<file path="src/rtl/pdcfg_pkg.sv">
// Constants for the pad threshold and output drive configuration bank
package pdcfg_pkg;

  ////////////////////////////////////////////////////////////////////////
  // Register indices; byte address on APB is four times the index
  localparam logic [15:0] IDX_P0L_DRV = 16'hF080;
  localparam logic [15:0] IDX_P0H_DRV = 16'hF082;
  localparam logic [15:0] IDX_P1L_DRV = 16'hF084;
  localparam logic [15:0] IDX_P1H_DRV = 16'hF086;
  localparam logic [15:0] IDX_P2_DRV = 16'hF088;
  localparam logic [15:0] IDX_P3_DRV = 16'hF08A;
  localparam logic [15:0] IDX_P4_DRV = 16'hF08C;
  localparam logic [15:0] IDX_P6_DRV = 16'hF08E;
  localparam logic [15:0] IDX_P7_DRV = 16'hF090;
  localparam logic [15:0] IDX_P8_DRV = 16'hF092;
  localparam logic [15:0] IDX_THR = 16'hF1C4;

  ////////////////////////////////////////////////////////////////////////
  // Output control register table, in index order
  localparam int OC_CNT = 10;
  localparam int NIB_TOTAL = 24;
  localparam logic [15:0] OC_IDX [OC_CNT] = '{IDX_P0L_DRV, IDX_P0H_DRV,
    IDX_P1L_DRV, IDX_P1H_DRV, IDX_P2_DRV, IDX_P3_DRV, IDX_P4_DRV,
    IDX_P6_DRV, IDX_P7_DRV, IDX_P8_DRV};
  localparam int OC_NIBS [OC_CNT] = '{2, 2, 2, 2, 4, 4, 2, 2, 2, 2};
  localparam int OC_BASE [OC_CNT] = '{0, 2, 4, 6, 8, 12, 16, 18, 20, 22};

  ////////////////////////////////////////////////////////////////////////
  // Nibble field layout
  localparam int NIB_W = 4;
  localparam int EC_LSB = 0;
  localparam int DC_LSB = 2;
  localparam logic [15:0] OC_RESET = 16'h0000;

  // Edge rate and drive strength codes
  localparam logic [1:0] EC_FAST = 2'h0;
  localparam logic [1:0] EC_SLOW = 2'h1;
  localparam logic [1:0] DC_HIGH = 2'h0;
  localparam logic [1:0] DC_DYN = 2'h1;
  localparam logic [1:0] DC_LOW = 2'h2;

  // Nominal slow edge time and its length in pclk cycles
  localparam int SLOW_EDGE_NS = 60;
  localparam int CLK_PERIOD_NS = 4;
  localparam int SLOW_EDGE_CYC = SLOW_EDGE_NS / CLK_PERIOD_NS;

  ////////////////////////////////////////////////////////////////////////
  // Threshold register bit positions and mask
  localparam int TH_P2L = 0;
  localparam int TH_P2H = 1;
  localparam int TH_P3L = 2;
  localparam int TH_P3H = 3;
  localparam int TH_P4L = 4;
  localparam int TH_P7L = 6;
  localparam int TH_P8L = 7;
  localparam logic [15:0] TH_MASK = 16'h00DF;
  localparam logic [15:0] TH_RESET = 16'h0000;

endpackage

</file>
<file path="src/rtl/pdcfg_ocon_reg.sv">
// One pad output control register with per-nibble edge and drive fields
module pdcfg_ocon_reg #(
  parameter int NIB = 2
) (
  // Clock and reset
  input wire logic pclk,
  input wire logic presetn,
  // Write port
  input wire logic wr_en,
  input wire logic [15:0] wdata,
  // Read value and pad controls
  output logic [15:0] rdata,
  output logic [2*NIB-1:0] edge_rate,
  output logic [2*NIB-1:0] drive
);

  logic [4*NIB-1:0] oc_q;
  logic [4*NIB-1:0] oc_d;

  // Codes are stored as written; reserved codes are software's to avoid
  // edge codes kept
  assign oc_d = wr_en ? wdata[4*NIB-1:0] : oc_q;

  // Bits above the implemented nibbles read as zero
  // high byte zero when NIB is 2
  assign rdata = 16'(oc_q);

  // Storage, cleared to fast edges and full drive
  // clear on reset
  always_ff @(posedge pclk or negedge presetn) begin
    if (!presetn) begin
      oc_q <= pdcfg_pkg::OC_RESET[4*NIB-1:0];
    end else begin
      oc_q <= oc_d;
    end
  end

  // Split each nibble into its two fields
  // edge low, drive high
  for (genvar n = 0; n < NIB; n++) begin : g_nib
    assign edge_rate[2*n +: 2] = oc_q[pdcfg_pkg::NIB_W*n + pdcfg_pkg::EC_LSB +: 2];
    assign drive[2*n +: 2] = oc_q[pdcfg_pkg::NIB_W*n + pdcfg_pkg::DC_LSB +: 2];
  end

endmodule // pdcfg_ocon_reg

</file>
<file path="src/rtl/pdcfg_thr_reg.sv">
// Input threshold select register
module pdcfg_thr_reg (
  // Clock and reset
  input wire logic pclk,
  input wire logic presetn,
  // Write port
  input wire logic wr_en,
  input wire logic [15:0] wdata,
  // Stored value
  output logic [15:0] thr_q
);

  logic [15:0] thr_d;

  // Unimplemented bits are masked off so they always read zero
  // unimplemented bits zero
  assign thr_d = wr_en ? (wdata & pdcfg_pkg::TH_MASK) : thr_q;

  // Storage, cleared to standard thresholds
  // clear on reset
  always_ff @(posedge pclk or negedge presetn) begin
    if (!presetn) begin
      thr_q <= pdcfg_pkg::TH_RESET;
    end else begin
      thr_q <= thr_d;
    end
  end

endmodule // pdcfg_thr_reg

</file>
<file path="src/rtl/pdcfg_top.sv">
// APB register bank for pad input thresholds and output drive settings
//
// Notes on behaviour
// - Set bit selects hysteresis for eight pins
// - One bit per byte of ports
// - Threshold never touches direction or output mode
// - Four pads share one edge rate
// - Four pads share one drive strength
// - Edge codes fast, slow; others reserved
// - Drive codes full, dynamic, reduced; 11 reserved
// - Edge low pair, drive high pair
// - Eight-bit port registers read high byte zero
// - Ports 2, 3 four nibbles, others two
module pdcfg_top #(
  parameter int ADDR_W = 18
) (
  // Clock and reset
  input wire logic pclk,
  input wire logic presetn,
  // APB slave
  input wire logic [ADDR_W-1:0] paddr,
  input wire logic psel,
  input wire logic penable,
  input wire logic pwrite,
  input wire logic [31:0] pwdata,
  output logic [31:0] prdata,
  output logic pready,
  output logic pslverr,
  // Per-pin input threshold selects, high means hysteresis
  output logic [15:0] port2_hyst,
  output logic [15:0] port3_hyst,
  output logic [7:0] port4_hyst,
  output logic [7:0] port7_hyst,
  output logic [7:0] port8_hyst,
  // Per-nibble pad controls, two bits per nibble
  output logic [2*pdcfg_pkg::NIB_TOTAL-1:0] pad_edge_rate,
  output logic [2*pdcfg_pkg::NIB_TOTAL-1:0] pad_drive
);

  ////////////////////////////////////////////////////////////////////////
  // Declarations

  logic [15:0] reg_idx;
  logic aligned;
  logic setup_ph;
  logic wr_fire;
  logic thr_hit;
  logic thr_wr;
  logic [pdcfg_pkg::OC_CNT-1:0] oc_hit;
  logic [pdcfg_pkg::OC_CNT-1:0] oc_we;
  logic [15:0] oc_rd [pdcfg_pkg::OC_CNT];
  logic [15:0] rd_chain [pdcfg_pkg::OC_CNT+1];
  logic mapped;
  logic [15:0] rd_word;
  logic [15:0] thr_q;
  logic pready_q;
  logic pready_d;
  logic pslverr_q;
  logic pslverr_d;
  logic [31:0] prdata_q;
  logic [31:0] prdata_d;

  ////////////////////////////////////////////////////////////////////////
  // Address decode

  // Word index; sub-word addresses are refused rather than aliased
  assign reg_idx = 16'(paddr[ADDR_W-1:2]);
  assign aligned = (paddr[1:0] == 2'h0);

  // Setup cycle and the access edge at which writes land
  assign setup_ph = psel & ~penable;
  assign wr_fire = psel & penable & pready_q & pwrite;

  // Threshold register select
  assign thr_hit = aligned & (reg_idx == pdcfg_pkg::IDX_THR);
  assign thr_wr = wr_fire & thr_hit;

  ////////////////////////////////////////////////////////////////////////
  // Input threshold register

  pdcfg_thr_reg u_thr (
    .pclk(pclk),
    .presetn(presetn),
    .wr_en(thr_wr),
    .wdata(pwdata[15:0]),
    .thr_q(thr_q)
  );

  assign port2_hyst = {{8{thr_q[pdcfg_pkg::TH_P2H]}}, {8{thr_q[pdcfg_pkg::TH_P2L]}}};
  assign port3_hyst = {{8{thr_q[pdcfg_pkg::TH_P3H]}}, {8{thr_q[pdcfg_pkg::TH_P3L]}}};
  assign port4_hyst = {8{thr_q[pdcfg_pkg::TH_P4L]}};
  assign port7_hyst = {8{thr_q[pdcfg_pkg::TH_P7L]}};
  assign port8_hyst = {8{thr_q[pdcfg_pkg::TH_P8L]}};

  // threshold stays input-only
  // The threshold selects go only to the input buffers; direction and
  // output mode logic elsewhere never sees them, so every combination works.

  ////////////////////////////////////////////////////////////////////////
  // Output control registers

  for (genvar g = 0; g < pdcfg_pkg::OC_CNT; g++) begin : g_oc
    assign oc_hit[g] = aligned & (reg_idx == pdcfg_pkg::OC_IDX[g]);
    assign oc_we[g] = wr_fire & oc_hit[g];

    pdcfg_ocon_reg #(
      .NIB(pdcfg_pkg::OC_NIBS[g])
    ) u_oc (
      .pclk(pclk),
      .presetn(presetn),
      .wr_en(oc_we[g]),
      .wdata(pwdata[15:0]),
      .rdata(oc_rd[g]),
      .edge_rate(pad_edge_rate[2*pdcfg_pkg::OC_BASE[g] +: 2*pdcfg_pkg::OC_NIBS[g]]),
      .drive(pad_drive[2*pdcfg_pkg::OC_BASE[g] +: 2*pdcfg_pkg::OC_NIBS[g]])
    );

    // AND-OR read mux; at most one select is high
    assign rd_chain[g+1] = rd_chain[g] | (oc_hit[g] ? oc_rd[g] : 16'h0000);
  end

  assign rd_chain[0] = thr_hit ? thr_q : 16'h0000;
  assign rd_word = rd_chain[pdcfg_pkg::OC_CNT];
  assign mapped = thr_hit | (|oc_hit);

  ////////////////////////////////////////////////////////////////////////
  // APB answer

  // The answer is built in the setup cycle so that pready, prdata and
  // pslverr all leave flip-flops; the cost is one access cycle, never more.
  assign pready_d = setup_ph;
  assign pslverr_d = setup_ph & ~mapped;
  assign prdata_d = (setup_ph & mapped & ~pwrite) ? {16'h0000, rd_word} : 32'h0000_0000;

  // Answer registers
  always_ff @(posedge pclk or negedge presetn) begin
    if (!presetn) begin
      pready_q <= 1'b0;
      pslverr_q <= 1'b0;
      prdata_q <= 32'h0000_0000;
    end else begin
      pready_q <= pready_d;
      pslverr_q <= pslverr_d;
      prdata_q <= prdata_d;
    end
  end

  assign pready = pready_q;
  assign pslverr = pslverr_q;
  assign prdata = prdata_q;

  ////////////////////////////////////////////////////////////////////////
  // Checks

  // Low byte of port 2 follows its select bit
  property p_thr_p2_low;
    @(posedge pclk) disable iff (!presetn)
    thr_wr |=> (port2_hyst[7:0] == {8{$past(pwdata[0])}});
  endproperty
  a_thr_p2_low: assert property (p_thr_p2_low)
    else $error("port 2 low byte threshold did not follow write");

  // Whole-byte ports and the port 3 high byte follow their own bits
  property p_thr_bytes;
    @(posedge pclk) disable iff (!presetn)
    thr_wr |=> (port4_hyst == {8{$past(pwdata[4])}})
      && (port7_hyst == {8{$past(pwdata[6])}})
      && (port8_hyst == {8{$past(pwdata[7])}})
      && (port3_hyst[15:8] == {8{$past(pwdata[3])}});
  endproperty
  a_thr_bytes: assert property (p_thr_bytes)
    else $error("byte threshold selects wrong after write");

  // A threshold write leaves every pad output setting untouched
  property p_thr_isolated;
    @(posedge pclk) disable iff (!presetn)
    thr_wr |=> $stable(pad_edge_rate) && $stable(pad_drive);
  endproperty
  a_thr_isolated: assert property (p_thr_isolated)
    else $error("threshold write disturbed output pad settings");

  // Port 2 nibble 0 edge field taken from bits 1:0
  property p_edge_p2;
    @(posedge pclk) disable iff (!presetn)
    oc_we[4] |=> (pad_edge_rate[17:16] == $past(pwdata[1:0]));
  endproperty
  a_edge_p2: assert property (p_edge_p2)
    else $error("port 2 nibble 0 edge rate wrong");

  // Port 2 nibble 0 drive field taken from bits 3:2
  property p_drive_p2;
    @(posedge pclk) disable iff (!presetn)
    oc_we[4] |=> (pad_drive[17:16] == $past(pwdata[3:2]));
  endproperty
  a_drive_p2: assert property (p_drive_p2)
    else $error("port 2 nibble 0 drive strength wrong");

  // Slow edge code reaches the pad and holds without writes
  property p_edge_slow;
    @(posedge pclk) disable iff (!presetn)
    (oc_we[0] && pwdata[1:0] == pdcfg_pkg::EC_SLOW) ##1 !oc_we[0]
      |=> (pad_edge_rate[1:0] == pdcfg_pkg::EC_SLOW);
  endproperty
  a_edge_slow: assert property (p_edge_slow)
    else $error("slow edge code lost on port 0 low nibble 0");

  // Reduced drive code reaches the pad
  property p_drive_low;
    @(posedge pclk) disable iff (!presetn)
    (oc_we[0] && pwdata[3:2] == pdcfg_pkg::DC_LOW)
      |=> (pad_drive[1:0] == pdcfg_pkg::DC_LOW);
  endproperty
  a_drive_low: assert property (p_drive_low)
    else $error("reduced drive code not applied");

  // Read-back packs edge low, drive high in each nibble
  property p_read_layout;
    @(posedge pclk) disable iff (!presetn)
    (setup_ph && !pwrite && oc_hit[4]) |=>
      (prdata[15:0] == {pad_drive[23:22], pad_edge_rate[23:22],
                        pad_drive[21:20], pad_edge_rate[21:20],
                        pad_drive[19:18], pad_edge_rate[19:18],
                        pad_drive[17:16], pad_edge_rate[17:16]});
  endproperty
  a_read_layout: assert property (p_read_layout)
    else $error("port 2 read-back layout wrong");

  // Eight-bit port register reads zero in the high byte
  property p_read_hi_zero;
    @(posedge pclk) disable iff (!presetn)
    (setup_ph && !pwrite && (oc_hit[6] || oc_hit[9])) |=> (prdata[31:8] == 24'h000000);
  endproperty
  a_read_hi_zero: assert property (p_read_hi_zero)
    else $error("eight-bit port register high byte not zero");

  // Port 3 nibble 3 is stored in full
  property p_p3_nib3;
    @(posedge pclk) disable iff (!presetn)
    oc_we[5] |=> (pad_edge_rate[31:30] == $past(pwdata[13:12]))
      && (pad_drive[31:30] == $past(pwdata[15:14]));
  endproperty
  a_p3_nib3: assert property (p_p3_nib3)
    else $error("port 3 nibble 3 not controlled");

  // All settings are zero right after reset release
  property p_reset_zero;
    @(posedge pclk) disable iff (!presetn)
    $rose(presetn) |-> (pad_edge_rate == '0) && (pad_drive == '0) && (thr_q == 16'h0000);
  endproperty
  a_reset_zero: assert property (p_reset_zero)
    else $error("settings not cleared by reset");

  // Every setup cycle is answered in the next cycle only
  property p_apb_answer;
    @(posedge pclk) disable iff (!presetn)
    setup_ph |=> pready ##1 !pready;
  endproperty
  a_apb_answer: assert property (p_apb_answer)
    else $error("APB answer not a single cycle after setup");

  // Fast edge code on port 3 nibble 0 reaches the pad
  property p_edge_fast;
    @(posedge pclk) disable iff (!presetn)
    (oc_we[5] && pwdata[1:0] == pdcfg_pkg::EC_FAST)
      |=> (pad_edge_rate[25:24] == pdcfg_pkg::EC_FAST);
  endproperty
  a_edge_fast: assert property (p_edge_fast)
    else $error("fast edge code not applied on port 3 nibble 0");

  // Dynamic drive code on port 8 nibble 0 reaches the pad
  property p_drive_dyn;
    @(posedge pclk) disable iff (!presetn)
    (oc_we[9] && pwdata[3:2] == pdcfg_pkg::DC_DYN)
      |=> (pad_drive[45:44] == pdcfg_pkg::DC_DYN);
  endproperty
  a_drive_dyn: assert property (p_drive_dyn)
    else $error("dynamic drive code not applied on port 8 nibble 0");

  // Unimplemented threshold bits read as zero
  property p_thr_read_mask;
    @(posedge pclk) disable iff (!presetn)
    (setup_ph && !pwrite && thr_hit) |=> (prdata[15:8] == 8'h00) && !prdata[5];
  endproperty
  a_thr_read_mask: assert property (p_thr_read_mask)
    else $error("unimplemented threshold bits read nonzero");

  // A refused write leaves every setting untouched
  property p_refused_write;
    @(posedge pclk) disable iff (!presetn)
    (wr_fire && !mapped)
      |=> $stable(pad_edge_rate) && $stable(pad_drive) && $stable(thr_q);
  endproperty
  a_refused_write: assert property (p_refused_write)
    else $error("refused write changed a setting");

  // Read data stays at zero outside the answer cycle
  property p_rdata_idle;
    @(posedge pclk) disable iff (!presetn)
    !pready |-> (prdata == 32'h0000_0000);
  endproperty
  a_rdata_idle: assert property (p_rdata_idle)
    else $error("read data not zero outside answer");

endmodule // pdcfg_top
</file>
<file path="config.mk">
export PLATFORM = sky130hd
export DESIGN_NAME = pdcfg_top
export DESIGN_NICKNAME = d
export VERILOG_FILES = /design/src/rtl/pdcfg_pkg.sv /design/src/rtl/pdcfg_ocon_reg.sv /design/src/rtl/pdcfg_thr_reg.sv /design/src/rtl/pdcfg_top.sv
export SDC_FILE = /design/constraint.sdc
export NUM_CORES = 1
export LEC_CHECK = 0
export BUFFER_PORTS_ARGS = -buffer_cell sky130_fd_sc_hd__buf_2
export CORE_MARGIN = 5
export CORE_UTILIZATION = 53
export DETAILED_ROUTE_END_ITERATION = 12
export GPL_TIMING_DRIVEN = 0
export MAX_ROUTING_LAYER = met4
export PLACE_DENSITY = 0.85
export SYNTH_ARGS = -nofsm -noshare
export SYNTH_HDL_FRONTEND = slang
export SYNTH_SLANG_ARGS = --single-unit
</file>
<file path="constraint.sdc">
create_clock -name pclk -period 4.8 [get_ports pclk]
set_input_delay 0.72 -clock pclk [delete_from_list [all_inputs] [get_ports pclk]]
set_output_delay 0.72 -clock pclk [all_outputs]
set_load 0.1 [all_outputs]
</file>
==> reports/qor.csv, run 1 <==
stage;metric;value;unit
critical_path;start_kind;primary input;
synth;yosys.area.top_type;dfrtp_1;
synth;synth_edf_count;0;
placement;port_buffers;208;
critical_path;critPathKind;in2reg;
timing;tightest_slew;1.14;ns
timing;setup_tns;0;ns
routing;drt-wirelength-per-cell;20.2;um
cts;clkLatencyLatePin;0.41;ns
cts;postCtsHoldBufs;0;
global_routing;gr-usage-all-layers;26.8;%
timing;min_period;2.68;ns
cts;cts_made_buffers;17;
finish;nets;749;
routing;detail-route-antenna-nets;0;
routing;wirelength;17.1;mm
die;dieArea;0.0135;mm^2
die;die-width;116;um
synth;synth_cells;451;
critical_path;worstSetupEndpoint;g_oc[4].u_oc.rdata[13]$_DFFE_PN0P_;
global_routing;grt_pass1_wl;26.3;mm
synth;synthAdderAreaFrac;0;%
die;ios;241;
timing;fin_hold_ws;0.420;ns
synth;synth-main-ff-cell;dfrtp_1;
cts;path_clk_slew;0.06;ns
job;drv_cap;0;
cts;cts_setup_buffers;0;
synth;synth-simple-area-share;8.99;%
power_and_ir_drop;worst_ir_drop_vdd;215;uV
critical_path;endpoint_kind;flip-flop;
critical_path;worstPathMaxFanout;10;
global_routing;overflow;0;
cts;htree_levels;4;
finish;drive_gt1_share;63.1;%
cts;cts_max_path_buffers;2;
timing;setup_ws;2.12;ns
global_routing;antenna_found_initial;0;
power_and_ir_drop;power_density;312;mW/mm^2
min_path;hp-class;in2async;
synth;synthTopCellsByArea;dfrtp_1, mux2_2, buf_4;
critical_path;worstSetupStartpoint;paddr[7];
cts;cts_tree;yes;
synth;netlist_area;0.00596;mm^2
critical_path;timing.rr.end;g_oc[8].u_oc.oc_q[7]$_DFFE_PN0P_;
timing;post-route-period-util;55.8;%
timing;slew_violations;0;
finish;synthToLayoutAreaGrowth;31.9;%
routing;vias_per_cell;5.45;
timing;slew-limit-headroom;23.3;%
global_routing;grt_pass1_vias;4708;
placement;dpl.hpwl;12.7;mm
synth;synth_area_per_cell;13.2;um^2
cts;cts_resized;0;
status;status;complete, no violations;
placement;globalplace.congestion;0.942;
routing;dr.pass1.iters;4;
critical_path;ff2ff_setup_slack;2.38;ns
power_and_ir_drop;total_power;2.45;mW
die;start_util;54.5;%
finish;final_util;71.9;%
synth;yosysUniqueCellTypes;39;
die;die_y;116;um
critical_path;r2r-start;pready$_DFF_PN0_;
timing;setup_viol;0;
finish;diodes;0;
routing;num_vias;4619;
timing;fin_worst_skew;0.00640;ns
synth;synth_most_common_cell;dfrtp_1;
routing;drc;0;
synth;synth_top_family_by_area;multiplexers;
synth;synthTopCellsByCount;dfrtp_1, mux2_2, buf_4;
timing;fmax;374;MHz
placement;place_ws;1.70;ns
critical_path;reg2regPathDepth;5;
routing;drt-initial-drc-count;243;
global_routing;grt_max_degree;66;
synth;synth-seq-cells;121;
die;rows;38;
die;core_area;0.0109;mm^2
timing;final-hold-violation-count;0;
timing;rsz0062_at_grt;false;
synth;async_flop_share;100;%
synth;synth-xor-area-share;0;%
power_and_ir_drop;leakage;4.40;nW
cts;cts.sinks;121;
cts;clockRootBuffer;clkbuf_16;
synth;synthMuxAreaShare;27.0;%
synth;synth-compound-area-share;2.71;%
synth;synth.top_cell.area_share;50.8;%
critical_path;crit_required;5.09;ns
synth;yosysSeqAreaShare;50.8;%
critical_path;arrival;2.97;ns
synth;synth_warnings;0;
## final cells by class
class / instances / area [um^2]
clock buffer: 19 / 453
buffer: 91 / 619
clock inverter: 13 / 144
timing repair buffer: 209 / 1070
fill: 753 / 3080
tap: 140 / 175
sequential: 121 / 3030
multi-input combinational: 254 / 2370
## worst min-delay path by stage
stage                                             startpoint                            endpoint  slack, ns
after CTS                                            presetn    g_oc[8].u_oc.oc_q[7]$_DFFE_PN0P_       0.44
after global placement      g_oc[3].u_oc.oc_q[3]$_DFFE_PN0P_    g_oc[3].u_oc.oc_q[3]$_DFFE_PN0P_       0.51
after floorplan                                      presetn    g_oc[0].u_oc.oc_q[0]$_DFFE_PN0P_       0.42
after detailed placement  g_oc[5].u_oc.rdata[12]$_DFFE_PN0P_  g_oc[5].u_oc.rdata[12]$_DFFE_PN0P_       0.52
after global routing                                 presetn    g_oc[8].u_oc.oc_q[7]$_DFFE_PN0P_       0.48
final                                                presetn    g_oc[8].u_oc.oc_q[7]$_DFFE_PN0P_       0.42
## through the flow
step,std cells,area [um^2]
after global routing,847,7860
after detailed placement,815,7260
after CTS,847,7860
final,847,7860
after global placement,814,7230
after floorplan,466,6010
## layer usage
metal  vias to the layer above  routed length (um)  GRT usage (%)  share of wire (%)
li1                       2055                   -              -                  -
met1                      2282                6350           31.6                 37
met2                       231                8630           43.5                 50
met3                        51                1510           7.05                8.8
met4                         0                 622           11.8                3.6
met5                         -                   0              -                  0
## flip-flops by register name, indices dropped and copies added, names as in the netlist
signal           flops
g_oc.u_oc.oc_q      64
pready               1
g_oc.u_oc.rdata     32
u_thr.thr_q          7
prdata              16
pslverr              1
## cell usage in the layout (no fill, tap or decap), types with 7 or more instances in the layout
cell type / synthesis / final
buf_2: 3 / 210
dfrtp_1: 121 / 121
mux2_2: 111 / 111
buf_4: 65 / 66
nand3_1: 35 / 35
clkbuf_1: 18 / 18
clkbuf_16: 0 / 17
nor2_1: 16 / 16
mux4_2: 16 / 16
conb_1: 1 / 16
a22oi_1: 8 / 8
a41oi_1: 7 / 7
## power breakdown
| group | leakage, nW | total (mW) | switching (mW) | internal [mW] |
|---|---|---|---|---|
| combinational | 2.43 | 0.159 | 0.122 | 0.0367 |
| clock | 0.282 | 1.27 | 0.474 | 0.795 |
| sequential | 1.69 | 1.02 | 0.000279 | 1.02 |
| total | 4.40 | 2.45 | 0.597 | 1.85 |
## critical path: stages
cell and delay [ns]:
buf_2 0.11, or4_4 0.53, or3_1 0.40, buf_6 0.16, nor3_4 0.48, buf_8 0.22, mux2_2 0.35
## cells by family after synthesis
group                  after synthesis
multiplexers                       127
buffers and inverters               91
AND/OR/NAND/NOR                     90
other                                1
AO/OA/AOI/OAI                       21
flip-flops                         121
(Power assumes the default switching activity.)
==> inputs of run 2 (changes only) <==
--- a/config.mk
+++ b/config.mk
@@ -5,13 +5,14 @@
 export SDC_FILE = /design/constraint.sdc
 export NUM_CORES = 1
 export LEC_CHECK = 0
+export ABC_AREA = 1
 export BUFFER_PORTS_ARGS = -buffer_cell sky130_fd_sc_hd__buf_2
 export CORE_MARGIN = 5
-export CORE_UTILIZATION = 53
+export CORE_UTILIZATION = 49
 export DETAILED_ROUTE_END_ITERATION = 12
 export GPL_TIMING_DRIVEN = 0
 export MAX_ROUTING_LAYER = met4
-export PLACE_DENSITY = 0.85
+export PLACE_DENSITY = 0.78
 export SYNTH_ARGS = -nofsm -noshare
 export SYNTH_HDL_FRONTEND = slang
 export SYNTH_SLANG_ARGS = --single-unit
==> constraint.sdc (replaced) <==
create_clock -name pclk -period 2.74 [get_ports pclk]
set_input_delay 0.411 -clock pclk [delete_from_list [all_inputs] [get_ports pclk]]
set_output_delay 0.411 -clock pclk [all_outputs]
set_load 0.1 [all_outputs]
==> reports/qor.csv, run 2 <==
stage;metric;value;unit
die;start_util;50.4;%
min_path;min_from;penable;
placement;port_buffers;208;
die;ios;241;
synth;synth.top_cell.area_share;49.4;%
cts;postCtsHoldBufs;1;
cts;cts_max_path_buffers;2;
routing;dr.pass1.iters;5;
synth;synthTopCellsByCount;nand2_1, dfrtp_1, o21ai_0;
power_and_ir_drop;p_sw;1.04;mW
timing;fin_hold_ws;0.172;ns
placement;dpl.hpwl;14.8;mm
placement;place_area;0.00748;mm^2
routing;drt-initial-drc-count;558;
cts;htree_levels;4;
power_and_ir_drop;swShare;23.9;%
synth;synth-compound-area-share;8.40;%
synth;synth_top_family_by_area;simple AND/OR/NAND/NOR gates;
timing;slew-limit-headroom;47.8;%
synth;synth-seq-cells;121;
critical_path;start_kind;flip-flop;
critical_path;crit_required;2.33;ns
routing;num_vias;6093;
synth;synthAdderAreaFrac;0;%
global_routing;grt_pass1_wl;31.0;mm
cts;cts_setup_buffers;0;
critical_path;worstPathMaxFanout;10;
routing;vias_per_cell;5.13;
global_routing;gr-usage-all-layers;28.2;%
die;die_y;122;um
finish;nFillCells;1113;
finish;largest_reg_flops;64;
critical_path;cp_num_buf_inv;2;
critical_path;critPathKind;reg2out;
finish;synthToLayoutAreaGrowth;31.9;%
power_and_ir_drop;clock_power_share;52.5;%
global_routing;overflow;0;
routing;drt-wirelength-per-cell;17.0;um
timing;final-hold-violation-count;0;
critical_path;cp_cell_sequence;buf_4 -> buf_2;
status;status;complete, no violations;
synth;async_flop_share;100;%
synth;synthTopCellsByArea;dfrtp_1, nand2_1, buf_4;
die;core_area;0.0122;mm^2
synth;synthMuxAreaShare;0;%
cts;cts_resized;0;
min_path;min_to;pready$_DFF_PN0_;
synth;synth_edf_count;0;
synth;yosysSeqAreaShare;49.4;%
cts;clockRootBuffer;clkbuf_16;
timing;fmax;509;MHz
routing;wirelength;20.2;mm
power_and_ir_drop;power_density;538;mW/mm^2
finish;final_util;66.5;%
finish;diodes;0;
finish;layout_commonest_cell;buf_2;
critical_path;timing.rr.end;u_thr.thr_q[6]$_DFFE_PN0P_;
critical_path;crit_family;buffers and inverters;
finish;mostFrequentLayoutCells;buf_2, nand2_1, dfrtp_1, o21ai_0, buf_4;
power_and_ir_drop;p_int;3.31;mW
critical_path;r2r-start;pready$_DFF_PN0_;
power_and_ir_drop;leakage;4.72;nW
power_and_ir_drop;combPwrFrac;6.4;%
routing;detail-route-antenna-nets;0;
cts;cts_made_buffers;17;
critical_path;cp_slowest_cell;dfrtp_1;
critical_path;ff2ff_setup_slack;0.93;ns
job;drv_cap;0;
timing;setup_tns;0;ns
synth;synth_cells;762;
timing;rsz0062_at_grt;false;
synth;yosysUniqueCellTypes;20;
global_routing;grt_max_degree;75;
critical_path;cpPeakStageDelay;0.55;ns
cts;cts.sinks;121;
finish;drive_gt1_share;35.3;%
timing;fin_worst_skew;0.00764;ns
timing;tightest_slew;0.784;ns
timing;post-route-period-util;71.7;%
synth;synth-simple-area-share;27.7;%
synth;yosys.area.top_type;dfrtp_1;
cts;clkLatencyLatePin;0.42;ns
power_and_ir_drop;pwr-share-seq;41.1;%
min_path;hold_depth;2;
routing;drc;0;
timing;setup_viol;0;
finish;nets;1061;
timing;min_period;1.96;ns
synth;synth-main-ff-cell;dfrtp_1;
finish;regMostFlops;g_oc.u_oc.oc_q;
critical_path;arrival;1.55;ns
synth;netlist_area;0.00613;mm^2
placement;globalplace.congestion;0.970;
die;rows;40;
global_routing;antenna_found_initial;0;
power_and_ir_drop;worst_ir_drop_vdd;400;uV
synth;synth-xor-area-share;0;%
min_path;hp-class;in2reg;
global_routing;grt_pass1_vias;5847;
cts;cts_tree;yes;
finish;final_area;0.00809;mm^2
cts;path_clk_slew;0.06;ns
die;die-width;122;um
die;dieArea;0.0149;mm^2
critical_path;endpoint_kind;output pin;
power_and_ir_drop;total_power;4.35;mW
timing;slew_violations;0;
synth;synth_most_common_cell;nand2_1;
synth;synth_warnings;0;
critical_path;reg2regPathDepth;7;
synth;synth_area_per_cell;8.05;um^2
[run 2: how the worst max path moves through the flow]
stage | endpoint | from | depth (start not counted)
after floorplan | u_thr.thr_q[3]$_DFFE_PN0P_ | pready$_DFF_PN0_ | 7
after global routing | port2_hyst[4] | u_thr.thr_q[0]$_DFFE_PN0P_ | 2
final | port2_hyst[13] | u_thr.thr_q[1]$_DFFE_PN0P_ | 2
after global placement | prdata[0]$_DFF_PN0_ | presetn | 1
after detailed placement | g_oc[5].u_oc.rdata[1]$_DFFE_PN0P_ | paddr[7] | 12
after CTS | port2_hyst[4] | u_thr.thr_q[0]$_DFFE_PN0P_ | 2
[run 2: per-stage QoR]
step,setup WS (ns),std cells
after floorplan,0.675,777
after global placement,-0.205,1153
after detailed placement,0.605,1154
after CTS,0.747,1187
after global routing,0.689,1187
final,0.775,1187
[run 2: final cells by class]
| type | count | area, um^2 | area share [%] |
|---|---|---|---|
| flip-flops and latches | 121 | 3030 | 37.4 |
| multi-input cells | 501 | 2270 | 28.1 |
| repair buffers | 210 | 1080 | 13.4 |
| plain buffers | 102 | 689 | 8.52 |
| clock buffers | 20 | 457 | 5.64 |
| well taps | 168 | 210 | 2.60 |
| inverters | 53 | 199 | 2.46 |
| clock inverters | 12 | 149 | 1.84 |
[run 2: power groups by stage]
stage,sequential [mW],clock (mW),combinational [mW]
floorplan,1.83,0,0.162
global placement,1.82,0,0.270
detailed placement,1.82,0,0.277
CTS,1.79,2.29,0.279
global route,1.79,2.36,0.300
finish,1.79,2.28,0.280
[run 2: metal layers]
metal | vias to the layer above | wire length [um] | GRT usage [%]
li1 | 2876 | - | -
met1 | 2837 | 7990 | 35.3
met2 | 335 | 9570 | 45.2
met3 | 45 | 2010 | 5.94
met4 | 0 | 651 | 10.9
met5 | - | 0 | -
[run 2: cells by family (layout without fill, tap and decap cells)]
group           after synthesis  count (layout)
simple gates                382             382
buf+inv                     155             397
flops                       121             121
compound gates              103             103
other cells                   1              16
==> inputs of run 3 (changes only) <==
--- a/config.mk
+++ b/config.mk
@@ -8,11 +8,11 @@
 export ABC_AREA = 1
 export BUFFER_PORTS_ARGS = -buffer_cell sky130_fd_sc_hd__buf_2
 export CORE_MARGIN = 5
-export CORE_UTILIZATION = 49
+export CORE_UTILIZATION = 44
 export DETAILED_ROUTE_END_ITERATION = 12
 export GPL_TIMING_DRIVEN = 0
 export MAX_ROUTING_LAYER = met4
-export PLACE_DENSITY = 0.78
+export PLACE_DENSITY = 0.74
 export SYNTH_ARGS = -nofsm -noshare
 export SYNTH_HDL_FRONTEND = slang
 export SYNTH_SLANG_ARGS = --single-unit
==> constraint.sdc (replaced) <==
create_clock -name pclk -period 1.75 [get_ports pclk]
set_input_delay 0.2625 -clock pclk [delete_from_list [all_inputs] [get_ports pclk]]
set_output_delay 0.2625 -clock pclk [all_outputs]
set_load 0.1 [all_outputs]
==> reports/qor.csv, run 3 (synthesis results as in run 2) <==
stage;metric;value;unit
power_and_ir_drop;power_density;799;mW/mm^2
cts;clkLatencyLatePin;0.42;ns
power_and_ir_drop;worst_ir_drop_vdd;681;uV
cts;clockRootBuffer;clkbuf_16;
global_routing;grt_pass1_vias;5730;
finish;synthToLayoutAreaGrowth;34.5;%
cts;cts_tree;yes;
timing;fmax;588;MHz
critical_path;cp_slowest_cell;dfrtp_1;
routing;drt-initial-drc-count;477;
die;dieArea;0.0164;mm^2
power_and_ir_drop;leakage;4.70;nW
timing;min_period;1.70;ns
routing;dr.pass1.iters;5;
min_path;min_from;penable;
routing;drc;0;
timing;setup_ws;0.0497;ns
timing;final-hold-violation-count;0;
global_routing;gr-usage-all-layers;26.1;%
critical_path;cpPeakStageDelay;0.52;ns
min_path;min_to;pready$_DFF_PN0_;
timing;fin_hold_ws;0.0156;ns
global_routing;grt_max_degree;88;
critical_path;start_kind;flip-flop;
timing;tightest_slew;0.817;ns
critical_path;worstSetupStartpoint;u_thr.thr_q[3]$_DFFE_PN0P_;
timing;slew_violations;0;
placement;port_buffers;208;
critical_path;reg2regPathDepth;7;
routing;num_vias;5954;
cts;htree_levels;4;
critical_path;timing.rr.end;u_thr.thr_q[3]$_DFFE_PN0P_;
global_routing;grt_pass1_wl;32.0;mm
routing;vias_per_cell;4.95;
finish;drive_gt1_share;35.9;%
timing;slew-limit-headroom;45.5;%
timing;rsz0062_at_grt;false;
critical_path;cp_num_buf_inv;1;
cts;cts_max_path_buffers;2;
placement;dp_cells;1166;
placement;globalplace.congestion;0.959;
critical_path;worstPathMaxFanout;10;
cts;path_clk_slew;0.05;ns
critical_path;crit_required;1.49;ns
min_path;hp-class;in2reg;
placement;dpl.hpwl;15.0;mm
timing;setup_viol;0;
placement;place_area;0.00749;mm^2
finish;layout_commonest_cell;nand2_1;
routing;drt-wirelength-per-cell;17.0;um
die;rows;43;
timing;fin_worst_skew;0.00642;ns
die;ios;241;
die;die_y;128;um
critical_path;r2r-start;pready$_DFF_PN0_;
timing;post-route-period-util;97.2;%
cts;cts_made_buffers;17;
critical_path;arrival;1.44;ns
critical_path;cp_cell_sequence;buf_2;
die;start_util;44.5;%
cts;cts.sinks;121;
power_and_ir_drop;total_power;6.60;mW
critical_path;critPathKind;reg2out;
finish;nets;1063;
global_routing;antenna_found_initial;2;
routing;detail-route-antenna-nets;0;
finish;largest_reg_flops;64;
die;core_area;0.0138;mm^2
finish;nFillCells;1279;
finish;regMostFlops;g_oc.u_oc.oc_q;
finish;fin_cells;1203;
job;drv_cap;0;
die;die-width;128;um
finish;mostFrequentLayoutCells;nand2_1, buf_2, buf_4, dfrtp_1, o21ai_0;
critical_path;crit_family;flip-flops;
status;status;complete, no violations;
critical_path;ff2ff_setup_slack;0.14;ns
routing;wirelength;20.4;mm
critical_path;endpoint_kind;output pin;
finish;final_area;0.00825;mm^2
global_routing;overflow;0;
min_path;hold_depth;2;
placement;place_ws;-0.283;ns
==> run 3: cell types whose count changed in the layout (fill, tap and decap cells not counted), sizes merged <==
cell and delta:
buf -3, clkinv -2, diode +2, bufinv -2, clkinvlp -2, clkbuf +11
==> run 3: final cells by class <==
class | count | area, um^2 | share of cell area [%]
antenna | 2 | 5.00 | 0.0607
multi-input combinational | 501 | 2280 | 27.6
buffer | 102 | 699 | 8.48
timing repair buffer | 212 | 1240 | 15.0
inverter | 53 | 199 | 2.41
clock buffer | 26 | 509 | 6.17
clock inverter | 6 | 63.8 | 0.773
sequential | 121 | 3040 | 36.8
tap | 180 | 225 | 2.73
==> run 3: power by group <==
part	switching (mW)	total [mW]	internal, mW
clock	1.22	3.35	2.14
sequential	0.000830	2.80	2.80
combinational	0.353	0.439	0.0864
total	1.57	6.60	5.03
==> run 3: worst max-delay path by stage <==
stage,to,slack [ns],depth (start not counted)
2_1_floorplan,port2_hyst[10],0.03,1
3_3_place_gp,pready$_DFF_PN0_,-1.47,1
3_5_place_dp,g_oc[5].u_oc.rdata[7]$_DFFE_PN0P_,-0.28,10
4_1_cts,port3_hyst[0],0.004,1
5_1_grt,port3_hyst[5],0.0003,2
6_report,port3_hyst[8],0.05,1
==> run 3: layer usage <==
layer | wire length [um] | vias to the layer above | share of wire, % | track usage, %
met1 | 8500 | 2770 | 42 | 33.3
met4 | 542 | 0 | 2.7 | 9.49
met2 | 9660 | 266 | 47 | 40.2
met5 | 0 | - | 0 | -
met3 | 1700 | 33 | 8.3 | 6.88
li1 | - | 2885 | - | -
==> run 3: what timing repair did <==
| item | in CTS | in global routing |
|---|---|---|
| endpoints found under the hold margin | 34 | 0 |
| endpoints found under the setup margin | 68 | 44 |
| hold buffers | 1 | 0 |
| gates resized for setup | 51 | 17 |
| buffers inserted | 0 | 2 |
==> run 3: metrics by stage <==
stage | util [%] | TNS [ns]
2_1_floorplan | - | 0
3_3_place_gp | 54.2 | -139.43
3_5_place_dp | 54.4 | -16.40
4_1_cts | 59.6 | 0
5_1_grt | 59.9 | 0
6_report | 59.9 | 0
